==> config.mk <==
export PLATFORM = sky130hd
export DESIGN_NAME = multi_io_serial_flash_interface
export DESIGN_NICKNAME = d
export VERILOG_FILES = /design/src/include/flash_io_pkg.sv /design/src/logic/multi_io_serial_flash_interface.sv /design/src/logic/byte_fifo.sv
export SDC_FILE = /design/constraint.sdc
export NUM_CORES = 1
export LEC_CHECK = 0
export BUFFER_PORTS_ARGS = -buffer_cell sky130_fd_sc_hd__buf_2
export CAP_MARGIN = 30
export CELL_PAD_IN_SITES_DETAIL_PLACEMENT = 1
export CELL_PAD_IN_SITES_GLOBAL_PLACEMENT = 1
export CORE_MARGIN = 8
export CORE_UTILIZATION = 55
export CTS_CLUSTER_DIAMETER = 150
export DETAILED_ROUTE_END_ITERATION = 10
export PLACE_DENSITY_LB_ADDON = 0.1
export SLEW_MARGIN = 20
export SYNTH_ARGS = -nofsm -noshare
export SYNTH_HDL_FRONTEND = slang
export SYNTH_SLANG_ARGS = --single-unit
==> constraint.sdc <==
create_clock -name clk -period 36.1 [get_ports clk]
set_input_delay 0 -clock clk [delete_from_list [all_inputs] [get_ports clk]]
set_output_delay 0 -clock clk [all_outputs]
set_load 0.01 [all_outputs]
==> src/include/flash_io_pkg.sv <==
package flash_io_pkg;

    // ------------------------------------------------------------
    // clock and power-up timing
    // ------------------------------------------------------------
    localparam int CLK_MHZ = 10;
    localparam int PUW_TIME_US = 1000;
    localparam int PUW_CYCLES_DEF = PUW_TIME_US * CLK_MHZ;

    // ------------------------------------------------------------
    // instruction opcodes
    // ------------------------------------------------------------
    localparam logic [7:0] CMD_DUAL_OUT = 8'h3B;
    localparam logic [7:0] CMD_DUAL_IO = 8'hBB;
    localparam logic [7:0] CMD_QUAD_OUT = 8'h6B;
    localparam logic [7:0] CMD_QUAD_IO = 8'hEB;
    localparam logic [7:0] CMD_SLEEP = 8'hB9;
    localparam logic [7:0] WAKE_FROM_SLEEP_CMD = 8'hAB;
    localparam logic [7:0] CMD_PROGRAM = 8'h02;
    localparam logic [7:0] CMD_QUAD_PROGRAM = 8'h32;
    localparam logic [7:0] CMD_SECTOR_ERASE = 8'h20;
    localparam logic [7:0] CMD_BLOCK_ERASE = 8'hD8;
    localparam logic [7:0] CMD_CHIP_ERASE = 8'hC7;
    localparam logic [7:0] CMD_WRITE_STATUS = 8'h01;

    // ------------------------------------------------------------
    // synchroniser bit positions
    // ------------------------------------------------------------
    localparam int PIN_IO0 = 0;
    localparam int PIN_PAUSE = 3;
    localparam int PIN_SCK = 4;
    localparam int PIN_CS = 5;
    localparam int PIN_LOW = 6;
    localparam logic [6:0] SYNC_RESET = 7'h00;

    // ------------------------------------------------------------
    // phase lengths, in serial clock cycles (last index, latencies as cycle counts)
    // ------------------------------------------------------------
    localparam logic [5:0] INSTR_LAST = 6'h07;
    localparam logic [5:0] SADDR_LAST = 6'h17;
    localparam logic [5:0] DIN_LAST = 6'h0F;
    localparam logic [5:0] QIN_LAST = 6'h07;
    localparam logic [5:0] OUT_CMD_LAT = 6'h08;
    localparam logic [5:0] DUAL_IO_LAT = 6'h00;
    localparam logic [2:0] WR_COUNT_OK = 3'h0;
    localparam logic [2:0] DUAL_GROUPS_LAST = 3'h3;
    localparam logic [2:0] QUAD_GROUPS_LAST = 3'h1;
    localparam logic [3:0] DUAL_LINES = 4'h3;
    localparam logic [3:0] QUAD_LINES = 4'hF;
    localparam logic [7:0] UNDERRUN_FILL = 8'hFF;

    // ------------------------------------------------------------
    // read data buffer
    // ------------------------------------------------------------
    localparam int FIFO_WIDTH = 8;
    localparam int FIFO_DEPTH = 32;

    // ------------------------------------------------------------
    // interface phases
    // ------------------------------------------------------------
    typedef enum logic [2:0] {
        ST_IDLE = 3'h0,
        ST_INSTR = 3'h1,
        ST_SADDR = 3'h3,
        ST_MIN = 3'h2,
        ST_LAT = 3'h6,
        ST_OUT = 3'h7,
        ST_SINK = 3'h5
    } phase_t;

    // commands that can alter the array or status
    function automatic logic is_write_cmd(input logic [7:0] c);
        is_write_cmd = (c == CMD_PROGRAM) || (c == CMD_QUAD_PROGRAM) ||
                       (c == CMD_SECTOR_ERASE) || (c == CMD_BLOCK_ERASE) ||
                       (c == CMD_CHIP_ERASE) || (c == CMD_WRITE_STATUS);
    endfunction

endpackage

==> src/logic/multi_io_serial_flash_interface.sv <==
`timescale 1ns/1ps
// Behaviour
// - dual address phase takes two bits per cycle on lines 1:0
// - after dual address go to latency if needed, else to output
// - line values are disregarded during dual latency
// - device drivers on lines 1:0 stay off in dual latency
// - last dual latency cycle leads into dual output
// - dual reads drive two data bits per cycle on lines 1:0
// - output streams until chip select rises
// - pause stays active in dual phases unless quad enable is set, write-protect ignored in dual phases
// - quad address phase takes four bits per cycle on all lines
// - after quad address go to latency if needed, else to output
// - quad latency length comes from the latency count field
// - no drive and no use of the lines during quad latency
// - last quad latency cycle leads into quad output
// - quad reads drive four data bits per cycle on lines 3:0
// - quad enable ignores pause and write-protect, permits quad reads
// - low supply indication makes every command ignored
// - write commands rejected until power-up write delay elapses
// - deep sleep ignores all commands except the wake command
// - writes run only with a clock count multiple of eight
// - instruction captured msb first, one bit per rising edge
// - pause low freezes command, floats outputs, resumes same state
module multi_io_serial_flash_interface #(
    parameter int PUW_CYCLES = flash_io_pkg::PUW_CYCLES_DEF
) (
    input wire logic clk,
    input wire logic rst,
    input wire logic sck,
    input wire logic cs_n,
    input wire logic [3:0] io_in,
    output logic [3:0] io_out,
    output logic [3:0] io_oe,
    input wire logic quad_enable_bit,
    input wire logic [3:0] latency_count_field,
    input wire logic write_inhibit_voltage,
    output logic rd_start,
    output logic [23:0] rd_addr,
    input wire logic [7:0] rd_data,
    input wire logic rd_valid,
    output logic rd_ready,
    output logic wr_exec,
    output logic [7:0] wr_cmd,
    output logic deep_sleep_state,
    output logic write_allowed
);

    typedef struct packed {
        logic [6:0] s1;
        logic [6:0] s2;
        logic [6:0] s3;
        logic [6:0] f;
        logic sck_d;
        logic cs_d;
        flash_io_pkg::phase_t state;
        logic quad;
        logic [7:0] cmd;
        logic [5:0] cnt;
        logic [2:0] clk_cnt;
        logic [31:0] am;
        logic [7:0] sh;
        logic [2:0] grp;
        logic drive;
        logic [3:0] dout;
        logic [3:0] oe;
        logic [19:0] puw_cnt;
        logic puw_done;
        logic sleep;
        logic pend_wr;
        logic pend_sleep;
        logic pend_wake;
        logic rd_start;
        logic [23:0] rd_addr;
        logic wr_exec;
        logic pop;
        logic flush;
    } core_t;

    core_t st_r;
    core_t st_nxt;
    logic [7:0] fifo_data;
    logic fifo_valid;

    // ------------------------------------------------------------
    // read data buffer between the core and the serial output
    // ------------------------------------------------------------
    byte_fifo #(
        .WIDTH(flash_io_pkg::FIFO_WIDTH),
        .DEPTH(flash_io_pkg::FIFO_DEPTH)
    ) u_rd_fifo (
        .clk(clk),
        .rst(rst),
        .flush(st_r.flush),
        .in_data(rd_data),
        .in_valid(rd_valid),
        .in_ready(rd_ready),
        .out_data(fifo_data),
        .out_valid(fifo_valid),
        .out_ready(st_r.pop)
    );

    // ------------------------------------------------------------
    // interface sequencer
    // ------------------------------------------------------------
    always_comb begin
        logic rise;
        logic fall;
        logic cs_hi;
        logic low;
        logic pause;
        logic [7:0] cmd_new;
        logic [31:0] am_new;
        logic [5:0] lat;
        logic [7:0] byte_v;
        rise = 1'b0;
        fall = 1'b0;
        cs_hi = 1'b0;
        low = 1'b0;
        pause = 1'b0;
        cmd_new = 8'h00;
        am_new = 32'h0000_0000;
        lat = 6'h00;
        byte_v = 8'h00;
        st_nxt = st_r;
        // three-flop synchroniser, a change counts once flops 2 and 3 agree
        st_nxt.s1 = {write_inhibit_voltage, cs_n, sck, io_in};
        st_nxt.s2 = st_r.s1;
        st_nxt.s3 = st_r.s2;
        st_nxt.f = (st_r.s2 & st_r.s3) | (st_r.f & (st_r.s2 ^ st_r.s3));
        st_nxt.sck_d = st_r.f[flash_io_pkg::PIN_SCK];
        st_nxt.cs_d = st_r.f[flash_io_pkg::PIN_CS];
        cs_hi = st_r.f[flash_io_pkg::PIN_CS];
        low = st_r.f[flash_io_pkg::PIN_LOW];
        // pause only exists while the quad enable bit is off
        pause = !quad_enable_bit && !cs_hi && !st_r.f[flash_io_pkg::PIN_PAUSE]
                && (st_r.state != flash_io_pkg::ST_IDLE);
        rise = st_r.f[flash_io_pkg::PIN_SCK] & ~st_r.sck_d & ~pause;
        fall = ~st_r.f[flash_io_pkg::PIN_SCK] & st_r.sck_d & ~pause;
        st_nxt.rd_start = 1'b0;
        st_nxt.wr_exec = 1'b0;
        st_nxt.pop = 1'b0;
        st_nxt.flush = 1'b0;
        // power-up write delay
        if (!st_r.puw_done) begin
            st_nxt.puw_cnt = st_r.puw_cnt + 20'h00001;
            st_nxt.puw_done = (st_r.puw_cnt == 20'(PUW_CYCLES - 1));
        end
        if (cs_hi) begin
            // chip select high ends every phase, pending actions resolve here
            if (st_r.state != flash_io_pkg::ST_IDLE) begin
                st_nxt.flush = 1'b1;
                if (st_r.pend_wr && st_r.clk_cnt == flash_io_pkg::WR_COUNT_OK
                    && !low) begin
                    st_nxt.wr_exec = 1'b1;
                end
                if (st_r.pend_sleep && st_r.clk_cnt == flash_io_pkg::WR_COUNT_OK) begin
                    st_nxt.sleep = 1'b1;
                end
                if (st_r.pend_wake) begin
                    st_nxt.sleep = 1'b0;
                end
            end
            st_nxt.state = flash_io_pkg::ST_IDLE;
            st_nxt.drive = 1'b0;
            st_nxt.pend_wr = 1'b0;
            st_nxt.pend_sleep = 1'b0;
            st_nxt.pend_wake = 1'b0;
        end else begin
            if (rise) begin
                st_nxt.clk_cnt = st_r.clk_cnt + 3'h1;
            end
            case (st_r.state)
                flash_io_pkg::ST_IDLE: begin
                    if (st_r.cs_d) begin
                        st_nxt.state = flash_io_pkg::ST_INSTR;
                        st_nxt.cnt = 6'h00;
                        st_nxt.clk_cnt = 3'h0;
                        st_nxt.grp = 3'h0;
                    end
                end
                flash_io_pkg::ST_INSTR: begin
                    if (rise) begin
                        cmd_new = {st_r.cmd[6:0], st_r.f[flash_io_pkg::PIN_IO0]};
                        st_nxt.cmd = cmd_new;
                        st_nxt.cnt = st_r.cnt + 6'h01;
                        if (st_r.cnt == flash_io_pkg::INSTR_LAST) begin
                            st_nxt.state = flash_io_pkg::ST_SINK;
                            st_nxt.cnt = 6'h00;
                            if (low) begin
                                st_nxt.state = flash_io_pkg::ST_SINK;
                            end else if (st_r.sleep) begin
                                st_nxt.pend_wake =
                                    (cmd_new == flash_io_pkg::WAKE_FROM_SLEEP_CMD);
                            end else if (flash_io_pkg::is_write_cmd(cmd_new)) begin
                                st_nxt.pend_wr = st_r.puw_done;
                            end else begin
                                case (cmd_new)
                                    flash_io_pkg::CMD_DUAL_IO: begin
                                        st_nxt.state = flash_io_pkg::ST_MIN;
                                        st_nxt.quad = 1'b0;
                                    end
                                    flash_io_pkg::CMD_QUAD_IO: begin
                                        st_nxt.quad = 1'b1;
                                        if (quad_enable_bit) begin
                                            st_nxt.state = flash_io_pkg::ST_MIN;
                                        end
                                    end
                                    flash_io_pkg::CMD_DUAL_OUT: begin
                                        st_nxt.state = flash_io_pkg::ST_SADDR;
                                        st_nxt.quad = 1'b0;
                                    end
                                    flash_io_pkg::CMD_QUAD_OUT: begin
                                        st_nxt.quad = 1'b1;
                                        if (quad_enable_bit) begin
                                            st_nxt.state = flash_io_pkg::ST_SADDR;
                                        end
                                    end
                                    flash_io_pkg::CMD_SLEEP: begin
                                        st_nxt.pend_sleep = 1'b1;
                                    end
                                    default: begin
                                        st_nxt.state = flash_io_pkg::ST_SINK;
                                    end
                                endcase
                            end
                        end
                    end
                end
                flash_io_pkg::ST_SADDR: begin
                    if (rise) begin
                        am_new = {st_r.am[30:0], st_r.f[flash_io_pkg::PIN_IO0]};
                        st_nxt.am = am_new;
                        st_nxt.cnt = st_r.cnt + 6'h01;
                        if (st_r.cnt == flash_io_pkg::SADDR_LAST) begin
                            st_nxt.rd_addr = am_new[23:0];
                            st_nxt.rd_start = 1'b1;
                            st_nxt.state = flash_io_pkg::ST_LAT;
                            st_nxt.cnt = flash_io_pkg::OUT_CMD_LAT;
                        end
                    end
                end
                flash_io_pkg::ST_MIN: begin
                    // write-protect is never looked at in these phases
                    if (rise) begin
                        am_new = st_r.quad ? {st_r.am[27:0], st_r.f[3:0]}
                                           : {st_r.am[29:0], st_r.f[1:0]};
                        st_nxt.am = am_new;
                        st_nxt.cnt = st_r.cnt + 6'h01;
                        if (st_r.cnt == (st_r.quad ? flash_io_pkg::QIN_LAST
                                                   : flash_io_pkg::DIN_LAST)) begin
                            st_nxt.rd_addr = am_new[31:8];
                            st_nxt.rd_start = 1'b1;
                            lat = st_r.quad ? {2'b00, latency_count_field}
                                            : flash_io_pkg::DUAL_IO_LAT;
                            st_nxt.cnt = lat;
                            st_nxt.state = (lat == 6'h00) ? flash_io_pkg::ST_OUT
                                                          : flash_io_pkg::ST_LAT;
                        end
                    end
                end
                flash_io_pkg::ST_LAT: begin
                    // line values are not sampled, drivers stay off
                    if (rise) begin
                        st_nxt.cnt = st_r.cnt - 6'h01;
                        if (st_r.cnt == 6'h01) begin
                            st_nxt.state = flash_io_pkg::ST_OUT;
                        end
                    end
                end
                flash_io_pkg::ST_OUT: begin
                    // drive starts on the falling edge that ends latency
                    if (fall) begin
                        st_nxt.drive = 1'b1;
                        if (st_r.grp == 3'h0) begin
                            byte_v = fifo_valid ? fifo_data : flash_io_pkg::UNDERRUN_FILL;
                            st_nxt.pop = fifo_valid;
                            st_nxt.grp = st_r.quad ? flash_io_pkg::QUAD_GROUPS_LAST
                                                   : flash_io_pkg::DUAL_GROUPS_LAST;
                        end else begin
                            byte_v = st_r.sh;
                            st_nxt.grp = st_r.grp - 3'h1;
                        end
                        st_nxt.dout = st_r.quad ? byte_v[7:4]
                                                : {2'b00, byte_v[7:6]};
                        st_nxt.sh = st_r.quad ? {byte_v[3:0], 4'h0}
                                              : {byte_v[5:0], 2'b00};
                    end
                end
                flash_io_pkg::ST_SINK: begin
                    st_nxt.state = flash_io_pkg::ST_SINK;
                end
                default: begin
                    st_nxt.state = flash_io_pkg::ST_IDLE;
                end
            endcase
        end
        // pins float while paused or outside the output phase
        st_nxt.oe = (st_nxt.drive && !pause && !cs_hi)
                    ? (st_r.quad ? flash_io_pkg::QUAD_LINES : flash_io_pkg::DUAL_LINES)
                    : 4'h0;
    end

    // ------------------------------------------------------------
    // state register
    // ------------------------------------------------------------
    always_ff @(posedge clk or posedge rst) begin
        if (rst) begin
            st_r <= '0;
        end else begin
            st_r <= st_nxt;
        end
    end

    // outputs straight from the state flops
    assign io_out = st_r.dout;
    assign io_oe = st_r.oe;
    assign rd_start = st_r.rd_start;
    assign rd_addr = st_r.rd_addr;
    assign wr_exec = st_r.wr_exec;
    assign wr_cmd = st_r.cmd;
    assign deep_sleep_state = st_r.sleep;
    assign write_allowed = st_r.puw_done;
endmodule

==> src/logic/byte_fifo.sv <==
`timescale 1ns/1ps
module byte_fifo #(
    parameter int WIDTH = 8,
    parameter int DEPTH = 32
) (
    input wire logic clk,
    input wire logic rst,
    input wire logic flush,
    input wire logic [WIDTH-1:0] in_data,
    input wire logic in_valid,
    output logic in_ready,
    output logic [WIDTH-1:0] out_data,
    output logic out_valid,
    input wire logic out_ready
);
    localparam int AW = $clog2(DEPTH);
    localparam logic [AW:0] FULL_COUNT = (AW+1)'(DEPTH);

    typedef struct packed {
        logic [DEPTH-1:0][WIDTH-1:0] mem;
        logic [AW-1:0] wp;
        logic [AW-1:0] rp;
        logic [AW:0] count;
        logic rdy;
        logic vld;
    } fifo_t;

    fifo_t st_r;
    fifo_t st_nxt;
    logic push;
    logic pop;

    // ------------------------------------------------------------
    // next state
    // ------------------------------------------------------------
    always_comb begin
        st_nxt = st_r;
        push = in_valid & st_r.rdy;
        pop = out_ready & st_r.vld;
        if (push) begin
            st_nxt.mem[st_r.wp] = in_data;
            st_nxt.wp = st_r.wp + 1'b1;
        end
        if (pop) begin
            st_nxt.rp = st_r.rp + 1'b1;
        end
        st_nxt.count = st_r.count + {{AW{1'b0}}, push} - {{AW{1'b0}}, pop};
        if (flush) begin
            st_nxt.wp = '0;
            st_nxt.rp = '0;
            st_nxt.count = '0;
        end
        st_nxt.rdy = (st_nxt.count != FULL_COUNT);
        st_nxt.vld = (st_nxt.count != '0);
    end

    // ------------------------------------------------------------
    // state register
    // ------------------------------------------------------------
    always_ff @(posedge clk or posedge rst) begin
        if (rst) begin
            st_r <= '0;
        end else begin
            st_r <= st_nxt;
        end
    end

    // outputs straight from the state flops
    assign in_ready = st_r.rdy;
    assign out_valid = st_r.vld;
    assign out_data = st_r.mem[st_r.rp];

endmodule

==> results.md <==
* Status: completed
* Number of I/O port buffers at 67
* Setup TNS Final at 0 ps
* Clk buf depth at 3
* Count leader, synth: dfrtp_1
* Reg-to-Reg End: st_r[71]
* Synth Area per Inst at 12.1 µm²
* Buf+Inv Stages, Crit Path at 1
* Final wirelength at 51000 µm
* Fin. max-slew vios at 0
* Max VDD drop at 0.0473 mV
* Gr usage total at 23.9%
* Logic pwr share at 18.9%
* Area growth from synthesis to layout at 10.6%
* Number of DRC markers in iteration 0 at 690
* Fillers at 3595
* Routability cong. at 0.855
* Die area at 0.0432 mm²
* Switch share at 27.7%
* Detail Route Antenna Nets at 0
* DP HPWL at 33100 µm
* Io pins at 68
* Ranking of synthesized cells by area: dfrtp_1 52%, mux2_2 15%, mux4_2 4.7%
* Worst Skew at 21.5 ps
* Initial Util at 55.6%
* Pwr Total at 1.36 mW
* Largest area contributor in the synthesized netlist: dfrtp_1
* Largest net degree at the start of global routing at 139
* Largest family of logic cells by synthesized area: multiplexers
* List of most frequent post-synthesis cells: 424 x dfrtp_1, 275 x mux2_2, 145 x nand2_1, 101 x o21ai_0, 89 x nor2_1
* Die Wd at 208 µm
* Area share of the largest cell type after synthesis at 52.4%
* Period utilisation layout at 8.66%
* Setup crit start kind: register
* RSZ-0062 raised after global routing: no
* Pre-CTS setup slack at 32950 ps
* CP Cell Sequence: buf_4 -> mux2i_1 -> a22o_1 -> o32ai_1 -> o2bb2ai_1 -> nor3_1 -> a211o_1
* Clk Latency, worst-skew pair at 570 ps
* Design area at 0.0224 mm²
* Sequential share of power at 45.8%
* Power per Cell Area at 60.5 mW/mm²
* Antenna cells at 0
* Post-cts gate resize count at 0
* Synthesized instance count at 1679
* Worst EP arrival at 3630 ps
* Max incr delay on CP at 730 ps
* Internal power at 0.981 mW
* Number of global-route vias before repair at 14735
* Synth Area in Adders at 1.70%
* WHS Path Cells at 2
* Gr ovfl total at 0
* Post-route minimum period at 3130 ps
* Die Y at 208 µm
* Initial antenna violation count at 1
* WHS Endpoint: st_nxt[142]
* CTS tree: yes
* Total number of yosys warnings at 0
* Clk pwr share at 35.2%
* Mapped cell area at 0.0203 mm²
* Yosys reg bits at 424
* Critical Path RT at 36600 ps
* Hold path startpoint: io_in[0]
* Worst R2R Start: u_rd_fifo.st_r[10]
* DRT Pass-1 Iters at 5
* Core area at 0.0364 mm²
* Util after Layout at 61.5%
* # rows at 70
* Final hold vios at 0
* Top delay family on crit path: compound AO/OA/AOI/OAI gates
* Placed Area at 0.0206 mm²
* Tightest Pin Transition at 972 ps
* Crit end category: register
* Crit path max-delay cell type: dfrtp_4
* Max_cap viols at 0
* Post-Synth Simple-Gate Area at 8.42%
* Clk slew on worst S/H paths at 60 ps
* Share of layout cells above drive strength 1 at 28.6%
* DRC violations left at 0
* WS Path Type: register to register
* Reg2reg path depth at 7
* First-pass GRT wire length at 83600 µm
* Htree depth at 2
* NetSw at 0.376 mW
* Mux share of post-synthesis cell area at 23.5%
* Slew HR at 34.9%
* R2R Setup Slk at 32970 ps
* # placed instances at 2088
* CTS root buf: clkbuf_16
* FFs w/ async S/R, synth at 100%
* Hold Crit Class: input port to register
* # setup viols final at 0
* XOR/XNOR Fraction of Synth Area at 1.60%
* Post-synthesis sequential area ratio at 52.4%
* Clk sinks at 424
* CP max FO at 47
* Drt wl/cell at 23.3 µm
* Primary FF master, synth: dfrtp_1
* Post-synth EDFFs at 0
* Vias/cell at 6.08
* Number of CTS-inserted buffers at 46
* Vias at 13299
* Syn Nets at 1729
* Hold_ws at 73.1 ps
* Leakage at 10.0 nW
* Final std cells w/o fill at 2189
* Synth Area in Compound Gates at 8.35%
* Fmax at 320 MHz
* Worst setup margin at 32970 ps
* Unique masters post-synth at 72
* Final nets at 1737
==> worst register-to-register path, cell delays in order, from the launching register on <==
cell	delay (ps)
dfrtp_4	730
buf_4	760
mux2i_1	210
a22o_1	300
o32ai_1	500
o2bb2ai_1	240
nor3_1	200
a211o_1	130
==> cell families after synthesis <==
family / count (synthesis)
compound gates: 267
xor+xnor: 37
fa+ha+maj: 27
buf+inv: 172
flops: 424
mux: 389
simple gates: 363
==> cells in the final DEF (no fill, tap or decap), drive strengths merged, types with 10 or more instances in the layout <==
master | netlist | layout
dlygate4sd3 | 0 | 14
nand2 | 145 | 145
mux2i | 72 | 72
dfrtp | 424 | 424
ha | 26 | 26
nor3 | 23 | 23
xor2 | 11 | 11
a21oi | 56 | 56
inv | 30 | 30
a211oi | 10 | 10
nand2b | 10 | 10
clkbuf | 76 | 70
buf | 65 | 87
xnor2 | 26 | 26
a22o | 13 | 13
a21o | 12 | 12
mux2 | 275 | 275
nand3 | 15 | 15
o21ai | 104 | 104
nor2b | 19 | 19
mux4 | 42 | 42
nor2 | 89 | 89
==> worst max path at each step <==
stage / from / endpoint / slack, ps / cells after the start
floorplan: rst / deep_sleep_state / 24300 / 1
global placement: u_rd_fifo.st_r[8] / st_r[71] / 32990 / 7
detailed placement: u_rd_fifo.st_r[8] / st_r[71] / 32950 / 7
CTS: u_rd_fifo.st_r[8] / st_r[71] / 32910 / 7
global route: u_rd_fifo.out_valid / u_rd_fifo.in_ready / 32740 / 11
finish: u_rd_fifo.st_r[10] / st_r[71] / 32970 / 7
==> flip-flops by register name, indices dropped and copies added, names as in the netlist <==
signal	count
u_rd_fifo.st_r	272
st_r	92
rd_addr	24
st_nxt	16
wr_cmd	8
io_out	4
io_oe	2
deep_sleep_state	1
rd_start	1
u_rd_fifo.in_ready	1
u_rd_fifo.out_valid	1
wr_exec	1
write_allowed	1
==> routing by layer <==
metal	part of all wire, %	wire [µm]	global-route usage, %	up-vias
met4	3.3	1660	8.47	2
met5	0.026	13	0	-
met2	50	25300	40.8	250
met3	4.2	2160	3.76	100
li1	-	-	-	5998
met1	43	21900	30.9	6949
==> timing repair <==
item	in CTS	in global routing
hold endpoints to repair	148	26
hold buffers	13	1
buffers inserted	0	0
endpoints found under the setup margin	0	0
==> cell type report <==
class | instances | area, µm² | area share, %
repair buffers | 101 | 689 | 3.08
clock buffers | 70 | 1390 | 6.21
inverters | 31 | 124 | 0.553
flip-flops and latches | 424 | 10600 | 47.4
well taps | 468 | 586 | 2.61
clock inverters | 12 | 160 | 0.715
multi-input cells | 1083 | 8840 | 39.4
==> power groups by stage <==
| stage | Clock, mW | Sequential (mW) | Combinational, mW |
|---|---|---|---|
| after global routing | 0.506 | 0.633 | 0.285 |
| after floorplan | 0 | 0.603 | 0.205 |
| after CTS | 0.488 | 0.621 | 0.259 |
| final | 0.478 | 0.622 | 0.257 |
| after global placement | 0 | 0.623 | 0.241 |
| after detailed placement | 0 | 0.628 | 0.255 |
Note: power is estimated with default switching activity, not from simulation.
